==> src/pmts_consts.svh <==
// constants for the master transaction status block
`ifndef PMTS_CONSTS_SVH
`define PMTS_CONSTS_SVH
`define PMTS_W 10
`define PMTS_B_REQ 0
`define PMTS_B_GNT 1
`define PMTS_B_ADR 2
`define PMTS_B_DAT 3
`define PMTS_B_LAT 4
`define PMTS_B_RTY 5
`define PMTS_B_DWOD 6
`define PMTS_B_DWD 7
`define PMTS_B_XFR 8
`define PMTS_B_W64 9
`define PMTS_RST_10 10'h000
`define PMTS_APB_STAT 12'h000
`define PMTS_APB_FLAG 12'h004
`define PMTS_APB_CLR 12'h008
`define PMTS_APB_IEN 12'h00c
`define PMTS_APB_CTRL 12'h010
`define PMTS_FLAG_W 5
`define PMTS_CTRL_W 1
`define PMTS_ZERO32 32'h0000_0000
`endif

==> src/pmts_pkg.sv <==
// types for the master transaction status block
package pmts_pkg;
  typedef enum logic [4:0] {
    PMTS_IDLE = 5'h01,
    PMTS_REQ = 5'h02,
    PMTS_ADR = 5'h04,
    PMTS_DAT = 5'h08,
    PMTS_TA = 5'h10
  } pmts_state_e;
  typedef logic [9:0] pmts_vec_t;
endpackage : pmts_pkg

==> src/pmts_top.sv <==
// master transaction status vector generator
`timescale 1ns/100ps
`include "pmts_consts.svh"
module pmts_top (
  input wire logic pclk,
  input wire logic presetn,
  input wire logic txn_want,
  input wire logic gnt_active,
  input wire logic adr_phase_start,
  input wire logic data_xfer,
  input wire logic txn_done,
  input wire logic lat_expired,
  input wire logic tgt_retry,
  input wire logic tgt_disc_nodata,
  input wire logic tgt_disc_withdata,
  input wire logic tgt_ack64,
  input wire logic psel,
  input wire logic penable,
  input wire logic pwrite,
  input wire logic [11:0] paddr,
  input wire logic [31:0] pwdata,
  output logic [31:0] prdata,
  output logic pready,
  output logic pslverr,
  output logic req_drive,
  output pmts_pkg::pmts_vec_t master_txn_status_bus,
  output logic irq
);
  // ------------------------------------------------------------
  // state
  // ------------------------------------------------------------
  typedef struct packed {
    pmts_pkg::pmts_state_e fsm;
    pmts_pkg::pmts_vec_t stat;
    logic req;
  } pmts_top_s;
  pmts_top_s st_r, st_nxt;
  logic [4:0] flags;
  logic [4:0] clr;
  logic [4:0] ien;
  logic wide_en;
  logic irq_w;
  logic [4:0] ev;
  // ------------------------------------------------------------
  // transaction sequencing
  // ------------------------------------------------------------
  always_comb begin
    st_nxt = st_r;
    st_nxt.stat[`PMTS_B_XFR] = 1'b0;
    st_nxt.stat[`PMTS_B_ADR] = 1'b0;
    unique case (st_r.fsm)
      pmts_pkg::PMTS_IDLE: begin
        if (txn_want) begin
          // parked grant skips the request step
          if (gnt_active) begin
            st_nxt.fsm = pmts_pkg::PMTS_ADR;
            st_nxt.stat[`PMTS_B_GNT] = 1'b1;
            st_nxt.stat[`PMTS_B_ADR] = 1'b1;
          end else begin
            st_nxt.fsm = pmts_pkg::PMTS_REQ;
            st_nxt.req = 1'b1;
            st_nxt.stat[`PMTS_B_REQ] = 1'b1;
          end
          st_nxt.stat[`PMTS_B_LAT] = 1'b0;
          st_nxt.stat[`PMTS_B_RTY] = 1'b0;
          st_nxt.stat[`PMTS_B_DWOD] = 1'b0;
          st_nxt.stat[`PMTS_B_DWD] = 1'b0;
          st_nxt.stat[`PMTS_B_W64] = 1'b0;
        end
      end
      pmts_pkg::PMTS_REQ: begin
        st_nxt.stat[`PMTS_B_GNT] = gnt_active;
        // grant may be withdrawn before our address phase
        if (gnt_active && adr_phase_start) begin
          st_nxt.fsm = pmts_pkg::PMTS_ADR;
          st_nxt.req = 1'b0;
          st_nxt.stat[`PMTS_B_REQ] = 1'b0;
          st_nxt.stat[`PMTS_B_ADR] = 1'b1;
        end
      end
      pmts_pkg::PMTS_ADR: begin
        st_nxt.fsm = pmts_pkg::PMTS_DAT;
        st_nxt.stat[`PMTS_B_GNT] = 1'b0;
        st_nxt.stat[`PMTS_B_DAT] = 1'b1;
      end
      pmts_pkg::PMTS_DAT: begin
        st_nxt.stat[`PMTS_B_XFR] = data_xfer;
        if (tgt_ack64 && wide_en) begin
          st_nxt.stat[`PMTS_B_W64] = 1'b1;
        end
        if (txn_done) begin
          st_nxt.fsm = pmts_pkg::PMTS_TA;
          st_nxt.stat[`PMTS_B_DAT] = 1'b0;
          // one termination cause, priority target over timer
          if (tgt_retry) begin
            st_nxt.stat[`PMTS_B_RTY] = 1'b1;
          end else if (tgt_disc_withdata) begin
            st_nxt.stat[`PMTS_B_DWD] = 1'b1;
          end else if (tgt_disc_nodata) begin
            st_nxt.stat[`PMTS_B_DWOD] = 1'b1;
          end else if (lat_expired) begin
            st_nxt.stat[`PMTS_B_LAT] = 1'b1;
          end
        end
      end
      pmts_pkg::PMTS_TA: begin
        st_nxt.fsm = pmts_pkg::PMTS_IDLE;
      end
      default: begin
        st_nxt.fsm = pmts_pkg::PMTS_IDLE;
      end
    endcase
  end
  always_ff @(posedge pclk or negedge presetn) begin
    if (!presetn) begin
      st_r <= '{fsm: pmts_pkg::PMTS_IDLE, stat: `PMTS_RST_10, req: 1'b0};
    end else begin
      st_r <= st_nxt;
    end
  end
  // ------------------------------------------------------------
  // events and registers
  // ------------------------------------------------------------
  // flags capture the four cause bits as they are raised, and flag 0 each address phase
  assign ev = {st_nxt.stat[`PMTS_B_DWD] & ~st_r.stat[`PMTS_B_DWD],
               st_nxt.stat[`PMTS_B_DWOD] & ~st_r.stat[`PMTS_B_DWOD],
               st_nxt.stat[`PMTS_B_RTY] & ~st_r.stat[`PMTS_B_RTY],
               st_nxt.stat[`PMTS_B_LAT] & ~st_r.stat[`PMTS_B_LAT],
               st_nxt.stat[`PMTS_B_ADR]};
  pmts_sticky u_sticky (
    .pclk(pclk),
    .presetn(presetn),
    .set_i(ev),
    .clr_i(clr),
    .en_i(ien),
    .flag_o(flags),
    .irq_o(irq_w)
  );
  pmts_apb u_apb (
    .pclk(pclk),
    .presetn(presetn),
    .psel(psel),
    .penable(penable),
    .pwrite(pwrite),
    .paddr(paddr),
    .pwdata(pwdata),
    .stat_i(st_r.stat),
    .flag_i(flags),
    .prdata(prdata),
    .pready(pready),
    .pslverr(pslverr),
    .clr_o(clr),
    .ien_o(ien),
    .wide_en_o(wide_en)
  );
  assign master_txn_status_bus = st_r.stat;
  assign req_drive = st_r.req;
  assign irq = irq_w;
endmodule : pmts_top

==> src/pmts_sticky.sv <==
// sticky event flags with write-one clear and enable mask
`timescale 1ns/100ps
`include "pmts_consts.svh"
module pmts_sticky (
  input wire logic pclk,
  input wire logic presetn,
  input wire logic [4:0] set_i,
  input wire logic [4:0] clr_i,
  input wire logic [4:0] en_i,
  output logic [4:0] flag_o,
  output logic irq_o
);
  typedef struct packed {
    logic [4:0] flag;
    logic irq;
  } pmts_stk_s;
  pmts_stk_s st_r, st_nxt;
  always_comb begin
    st_nxt = st_r;
    // set beats clear in the same cycle
    st_nxt.flag = (st_r.flag & ~clr_i) | set_i;
    st_nxt.irq = |(st_nxt.flag & en_i);
  end
  always_ff @(posedge pclk or negedge presetn) begin
    if (!presetn) begin
      st_r <= '0;
    end else begin
      st_r <= st_nxt;
    end
  end
  assign flag_o = st_r.flag;
  assign irq_o = st_r.irq;
endmodule : pmts_sticky

==> src/pmts_apb.sv <==
// apb slave for status, flags, enable and control
`timescale 1ns/100ps
`include "pmts_consts.svh"
module pmts_apb (
  input wire logic pclk,
  input wire logic presetn,
  input wire logic psel,
  input wire logic penable,
  input wire logic pwrite,
  input wire logic [11:0] paddr,
  input wire logic [31:0] pwdata,
  input wire logic [9:0] stat_i,
  input wire logic [4:0] flag_i,
  output logic [31:0] prdata,
  output logic pready,
  output logic pslverr,
  output logic [4:0] clr_o,
  output logic [4:0] ien_o,
  output logic wide_en_o
);
  typedef struct packed {
    logic [31:0] rdata;
    logic ready;
    logic err;
    logic [4:0] clr;
    logic [4:0] ien;
    logic wide_en;
  } pmts_apb_s;
  pmts_apb_s st_r, st_nxt;
  function automatic logic mapped(input logic [11:0] a);
    mapped = (a == `PMTS_APB_STAT) || (a == `PMTS_APB_FLAG) || (a == `PMTS_APB_CLR)
      || (a == `PMTS_APB_IEN) || (a == `PMTS_APB_CTRL);
  endfunction : mapped
  always_comb begin
    st_nxt = st_r;
    st_nxt.clr = '0;
    st_nxt.ready = 1'b0;
    st_nxt.err = 1'b0;
    // answer one cycle into the access phase
    if (psel && penable && !st_r.ready) begin
      st_nxt.ready = 1'b1;
      st_nxt.err = !mapped(paddr);
      st_nxt.rdata = `PMTS_ZERO32;
      if (!pwrite) begin
        unique case (paddr)
          `PMTS_APB_STAT: st_nxt.rdata = {22'h00_0000, stat_i};
          `PMTS_APB_FLAG: st_nxt.rdata = {27'h000_0000, flag_i};
          `PMTS_APB_IEN: st_nxt.rdata = {27'h000_0000, st_r.ien};
          `PMTS_APB_CTRL: st_nxt.rdata = {31'h0000_0000, st_r.wide_en};
          default: st_nxt.rdata = `PMTS_ZERO32;
        endcase
      end
    end
    // writes land only on the edge that samples pready high
    if (psel && penable && st_r.ready && pwrite) begin
      if (paddr == `PMTS_APB_CLR) begin
        st_nxt.clr = pwdata[4:0];
      end
      if (paddr == `PMTS_APB_IEN) begin
        st_nxt.ien = pwdata[4:0];
      end
      if (paddr == `PMTS_APB_CTRL) begin
        st_nxt.wide_en = pwdata[0];
      end
    end
  end
  always_ff @(posedge pclk or negedge presetn) begin
    if (!presetn) begin
      st_r <= '0;
    end else begin
      st_r <= st_nxt;
    end
  end
  assign prdata = st_r.rdata;
  assign pready = st_r.ready;
  assign pslverr = st_r.err;
  assign clr_o = st_r.clr;
  assign ien_o = st_r.ien;
  assign wide_en_o = st_r.wide_en;
endmodule : pmts_apb

==> config.mk <==
export PLATFORM = sky130hd
export DESIGN_NAME = pmts_top
export DESIGN_NICKNAME = d
export VERILOG_FILES = /design/src/pmts_pkg.sv /design/src/pmts_top.sv /design/src/pmts_sticky.sv /design/src/pmts_apb.sv
export VERILOG_INCLUDE_DIRS = /design/src
export SDC_FILE = /design/constraint.sdc
export NUM_CORES = 1
export LEC_CHECK = 0
export BUFFER_PORTS_ARGS = -buffer_cell sky130_fd_sc_hd__buf_2
export CAP_MARGIN = 25
export CORE_AREA = 2 2 71 73
export CTS_CLUSTER_DIAMETER = 60
export DETAILED_ROUTE_END_ITERATION = 7
export DIE_AREA = 0 0 73 75
export PLACE_DENSITY = 0.84
export RECOVER_POWER = 100
export SLEW_MARGIN = 20
export SYNTH_ARGS = -nofsm -noshare
export SYNTH_HDL_FRONTEND = slang
export SYNTH_HIERARCHICAL = 1
export SYNTH_SLANG_ARGS = --single-unit
==> constraint.sdc <==
create_clock -name pclk -period 4.45 [get_ports pclk]
set_input_delay 0.2225 -clock pclk [delete_from_list [all_inputs] [get_ports pclk]]
set_output_delay 0.2225 -clock pclk [all_outputs]
set_load 0.02 [all_outputs]
== Word level (Yosys, flattened, before mapping) ==
Index checks and enable logic that the tools add are counted.
Storage, ports and cells
  flip-flop bits (word level): 67
  word-level logic and storage cells: 102
  RAM bits: 0
  memory bits (read-only): 0
  input port bits: 59
  memories kept: 0
  bits in latches: 0
Operators by class
  reductions and logical operators: 25
  equal/unequal tests: 14
  shift operators: 0
  magnitude comparators: 0
  bitwise gates (word level): 12
  $add $sub $neg: 0
  divide/modulo/power cells: 0
  muxes and demuxes: 36
  multiply operators: 0
Operator list (count)
  one-hot mux 10 bit (4 select lines): 1
  two-way mux 5 bit: 5
  equality test 12 x 4 -> 1 bit, second input constant: 2
  one-hot mux 5 bit (4 select lines): 1
  equality test 12 x 3 -> 1 bit, second input constant: 1
  equality test 12 x 5 -> 1 bit, second input constant: 1
  zero test 12 bit: 1
  two-way mux 1 bit: 12
  inequality test 2 bit, second input constant: 6
  two-way mux 11 bit: 1
  bitwise AND 5 bit: 2
  two-way mux 10 bit: 1
  two-way mux 2 bit: 5
  AND reduction 3 bit: 3
  two-way mux 4 bit: 2
  one-hot mux 4 bit (2 select lines): 1
  logical AND 1 bit: 6
  two-way mux 6 bit: 1
  one-hot mux 1 bit (2 select lines): 3
  AND reduction 2 bit: 3
  nonzero test 2 bit: 3
  equality test 5 x 1 -> 1 bit, second input constant: 1
  equality test 5 x 2 -> 1 bit, second input constant: 1
  equality test 5 x 3 -> 1 bit, second input constant: 1
  13 further kinds: 23

== Longest topological paths before layout ==
  depth in word-level cells: 10
  mapped depth: 7
  gate-level depth less buffers: 6

== Hierarchy ==
Netlist, hierarchy kept.
By module, submodules not included
  pmts_apb: cells each 109, area an instance 1229.9 sq um, times used 1, seq. area each 575.6 sq um
  pmts_top: cells each 91, area an instance 877.1 sq um, times used 1, seq. area each 376.6 sq um
  pmts_sticky: cells each 21, area an instance 231.5 sq um, times used 1, seq. area each 150.1 sq um

== Least setup slack after synthesis ==
No wires, ideal clock.
  kind: reg2reg
  from: register st_r[11] (netlist name)
  to: register u_sticky.st_r (netlist bit u_sticky/irq_o)
  arrival time: 1328 ps
  buffers on the path: 1
  library setup time: 131 ps
  cell stages (with the launch flop): 8
  clock period less this slack: 1459 ps
  setup slack: 2991 ps
  required time: 4319 ps
  path through: dfstp_2 > buf_6 > and3b_1 > and2_4 > nor3_1 > a21o_1 > nand2_1 > nand4_1
RTL lines
  start, declared: line pmts_top.sv:37  | pmts_top_s st_r, st_nxt;
  start signal, assigned: line pmts_top.sv:116  | st_r <= '{fsm: pmts_pkg::PMTS_IDLE, stat: `PMTS_RST_10, req: 1'b0};
  start signal, assigned: line pmts_top.sv:118  | st_r <= st_nxt;
  end signal, assigned: line pmts_sticky.sv:28  | st_r <= st_nxt;
  end, declared: line pmts_sticky.sv:17  | pmts_stk_s st_r, st_nxt;

==> qor.csv <==
stage;metric;value;unit
outcome;status;complete, no violations;
logic_synthesis;synth-edff-count;0;
hold_path;worst_hold_path.num_cells;2;
cells_and_area;layout-drive-gt1-share;0.182;
timing;final.period_utilization;0.528;
worst_setup_path;crit_path_cell_trace;dlygate4sd3_1 > clkbuf_1 > clkbuf_1;
worst_setup_path;crit-reg2reg-launch;st_r[13];
logic_synthesis;ys_warn_count;6;
global_route;grt_pass1_wl;7380;um
cts;post-cts-setup-buffers;0;
logic_synthesis;synth-seq-cells;44;
timing;final_max_slew_viol_count;0;
worst_setup_path;rr_worst_depth;6;
global_route;number_of_antenna_violations_at_the_first_check_in_global_routing;0;
routing;detailroute.via_count;1720;
cts;cts_tree;built;
placed_design;placer_congestion_estimate;0.789;
worst_setup_path;cell_with_the_largest_stage_delay_on_the_worst_path;clkbuf_1;
logic_synthesis;synth.most_common_cell;dfrtp_1;
logic_synthesis;synth_top_cells_by_area;dfrtp_1 (46%), buf_4 (11%), mux2_2 (2.9%);
placed_design;dp_hpwl;3550;um
logic_synthesis;syn_inst;221;
global_route;globalRouteOverflowTotal;0;
global_route;gr-usage-met1;0.226;
timing;tightestPinTransition;1.33;ns
worst_setup_path;timing.critical_path.arrival;2.55;ns
floorplanning;die_width;73;um
global_route;first_global_vias;1584;
worst_setup_path;worstPathBufferInverterCount;3;
routing;drtPass1Iterations;4;
timing;fin_setup_tns;0;ns
cts;htreeDepth;2;
cts;cts.reportedPaths.clkPinSlew;0.08;ns
logic_synthesis;netlist.top_cell.by_area;dfrtp_1;
worst_setup_path;endpoint_kind;asynchronous set/reset pin;
logic_synthesis;synth_top_cell_area_share;0.460;
floorplanning;floorplan.die.height;75;um
logic_synthesis;synth_area_per_cell;10.6;sq um
routing;routed_wire_length_per_instance;14.9;um
worst_setup_path;timing.critical_path.required;4.65;ns
floorplanning;initial_core_util;0.502;
worst_setup_path;cp_top_family;buffers and inverters;
cts;numClockSinks;44;
floorplanning;fp.dieArea;5480;sq um
hold_path;worstHoldStart;adr_phase_start;
logic_synthesis;postSynth.topFlopCell;dfrtp_1;
worst_setup_path;critical-path-max-stage-delay;1.04;ns
cells_and_area;antenna_cells_inserted;0;
logic_synthesis;synthArstFlopShare;1.00;
worst_setup_path;minimum_setup_slack_among_reg_to_reg_paths;2.36;ns
logic_synthesis;synth.yosys.seq_area_share;0.471;
worst_setup_path;crit-reg2reg-capture;u_sticky/irq_o;
global_route;grt_util_all_layers;0.181;
cells_and_area;design_area;2490;sq um
global_route;largest_net_degree_at_the_start_of_global_routing;45;
placed_design;detailed_place.area;2470;sq um
cts;clock_insertion_delay_at_the_later_pin_of_the_skew_report;0.30;ns
timing;grt_setup_unrepaired;no;
global_route;layer_with_the_highest_usage;met2;
flow_run;maxCapViolations;0;
global_route;global_route.usage.met2;0.297;
cells_and_area;filler_cell_count;434;
routing;drt-initial-drc-count;93;
logic_synthesis;cell_area_after_synthesis;2340;sq um
cells_and_area;synth_to_final_area_change;6.47;%
timing;period_minus_slack;2.35;ns
hold_path;hold-path-endpoint;st_r[12];
cts;max-clock-path-buffers;2;
floorplanning;core-area;4660;sq um
logic_synthesis;synth.lib_cells_used.distinct;58;
global_route;use_met3;0.0308;
cts;cts_buffers;5;
routing;post_drt_via_cell_ratio;5.33;
timing;timing.hold.ws;0.140;ns
worst_setup_path;cell_with_the_most_instances_on_the_worst_path;clkbuf_1;
cells_and_area;num-nets-final;327;
timing;timing.final.setup_violations;0;
hold_path;min_delay_worst_type;input pin to flop;
worst_setup_path;worst_setup_path_category;input pin to asynchronous set/reset pin;
worst_setup_path;crit_path_start_kind;input pin;
power_and_ir_drop;cell_pwr_density;378;nW/um^2
power_and_ir_drop;vdd.ir_drop.worst;0.000220;V
floorplanning;floorplan.rows;25;
routing;routed_wirelength;4830;um
logic_synthesis;synthTopCellsByCount;dfrtp_1 (43), buf_4 (33), inv_1 (14);
floorplanning;io_pins;105;
routing;count_of_antenna_violating_nets_left_after_detailed_routing;0;
cts;root_buffer_cell;clkbuf_8;
timing;achievable-frequency;426;MHz
timing;slew_limit_headroom;0.115;
timing;hold_viol;0;
placed_design;port_buffers;55;
power_and_ir_drop;leakagePower;1.22;nW
worst_setup_path;worst-path-max-fanout;26;
routing;detail_route.drc_violations;0;
timing;timing.clock.skew;0.00624;ns
==> sequential cells by signal, summed over array words and instances (netlist names) <==
name / cells
u_apb/wide_en_o: 1
u_apb/ien_o: 5
u_apb/pslverr: 1
u_sticky/flag_o: 5
u_apb/pready: 1
master_txn_status_bus: 10
u_sticky/irq_o: 1
st_r: 5
u_apb/prdata: 10
u_apb/clr_o: 5
==> layer usage <==
metal | up-vias | wire length (um)
met1 | 825 | 2070
met3 | 15 | 190
met4 | 0 | 179
li1 | 819 | -
met5 | - | 0
met2 | 61 | 2380
==> worst max path at each step <==
stage,slack [ns],to,cells after the start,start
after floorplan,2.99,u_sticky/irq_o,7,st_r[11]
after global placement,2.74,u_sticky/irq_o,6,st_r[13]
after detailed placement,2.71,u_apb/prdata[4],4,u_apb/pready
after CTS,2.69,u_apb/prdata[4],4,u_apb/pready
after global routing,1.63,master_txn_status_bus[5],3,presetn
final,2.10,u_apb/ien_o[2],3,presetn
==> cells by family (layout without fill, tap and decap cells) <==
logic type,count (synthesis),after routing,share of synthesized area
DFF,44,44,0.471
xor gates and xnor gates,1,1,0.00375
buffers and inverters,52,79,0.145
muxes,12,12,0.0546
AOI/OAI and AO/OA,46,46,0.145
other,1,22,0.00160
and+or+nand+nor,65,65,0.179
==> cells in the final DEF (no fill, tap or decap), drive strengths merged, types with 5 or more instances in the layout <==
master | synthesis | routed
a21o | 6 | 6
a21oi | 7 | 7
a22o | 6 | 6
and2 | 8 | 8
buf | 36 | 30
clkbuf | 2 | 33
conb | 1 | 22
dfrtp | 43 | 43
inv | 14 | 14
mux2 | 6 | 6
mux2i | 6 | 6
nand2 | 12 | 12
nor2 | 12 | 12
nor3 | 5 | 5
o21ai | 5 | 5
==> where the power goes <==
part	total (W)	internal [W]	leakage (nW)	switching, W
combinational	0.000204	0.0000755	0.586	0.000129
sequential	0.000478	0.000431	0.593	0.0000470
clock	0.000261	0.000126	0.0445	0.000135
total	0.000942	0.000632	1.22	0.000310
==> per-stage QoR <==
| stage | power (W) | std cells | utilization | worst slack [ns] |
|---|---|---|---|---|
| 6_report | 0.000942 | 323 | 0.534 | 2.10 |
| 5_1_grt | 0.000991 | 323 | 0.534 | 1.63 |
| 4_1_cts | 0.000965 | 321 | 0.551 | 2.69 |
| 3_5_place_dp | 0.000707 | 313 | 0.531 | 2.71 |
| 3_3_place_gp | 0.000698 | 313 | 0.531 | 2.74 |
| 2_1_floorplan | 0.000675 | 242 | - | 2.99 |
==> worst reg2reg max path, delay by kind of cell, from the launching register on <==
family	cells	cell delay, ns
compound gates	1	0.19
flops	1	0.52
simple gates	5	1.26
==> layout make-up <==
class | instances | area [sq um] | area share
clock buffers | 7 | 86.3 | 0.0347
clock inverters | 1 | 7.51 | 0.00302
inverters | 14 | 52.6 | 0.0211
multi-input cells | 146 | 916 | 0.368
flip-flops and latches | 44 | 1100 | 0.443
well taps | 54 | 67.6 | 0.0271
repair buffers | 57 | 258 | 0.104
==> what timing repair did <==
| item | in CTS | in global routing |
|---|---|---|
| resized for setup | 0 | 0 |
| hold buffers | 0 | 1 |
| hold endpoints to repair | 0 | 17 |
No activity file was read; power rests on OpenSTA's default activity.
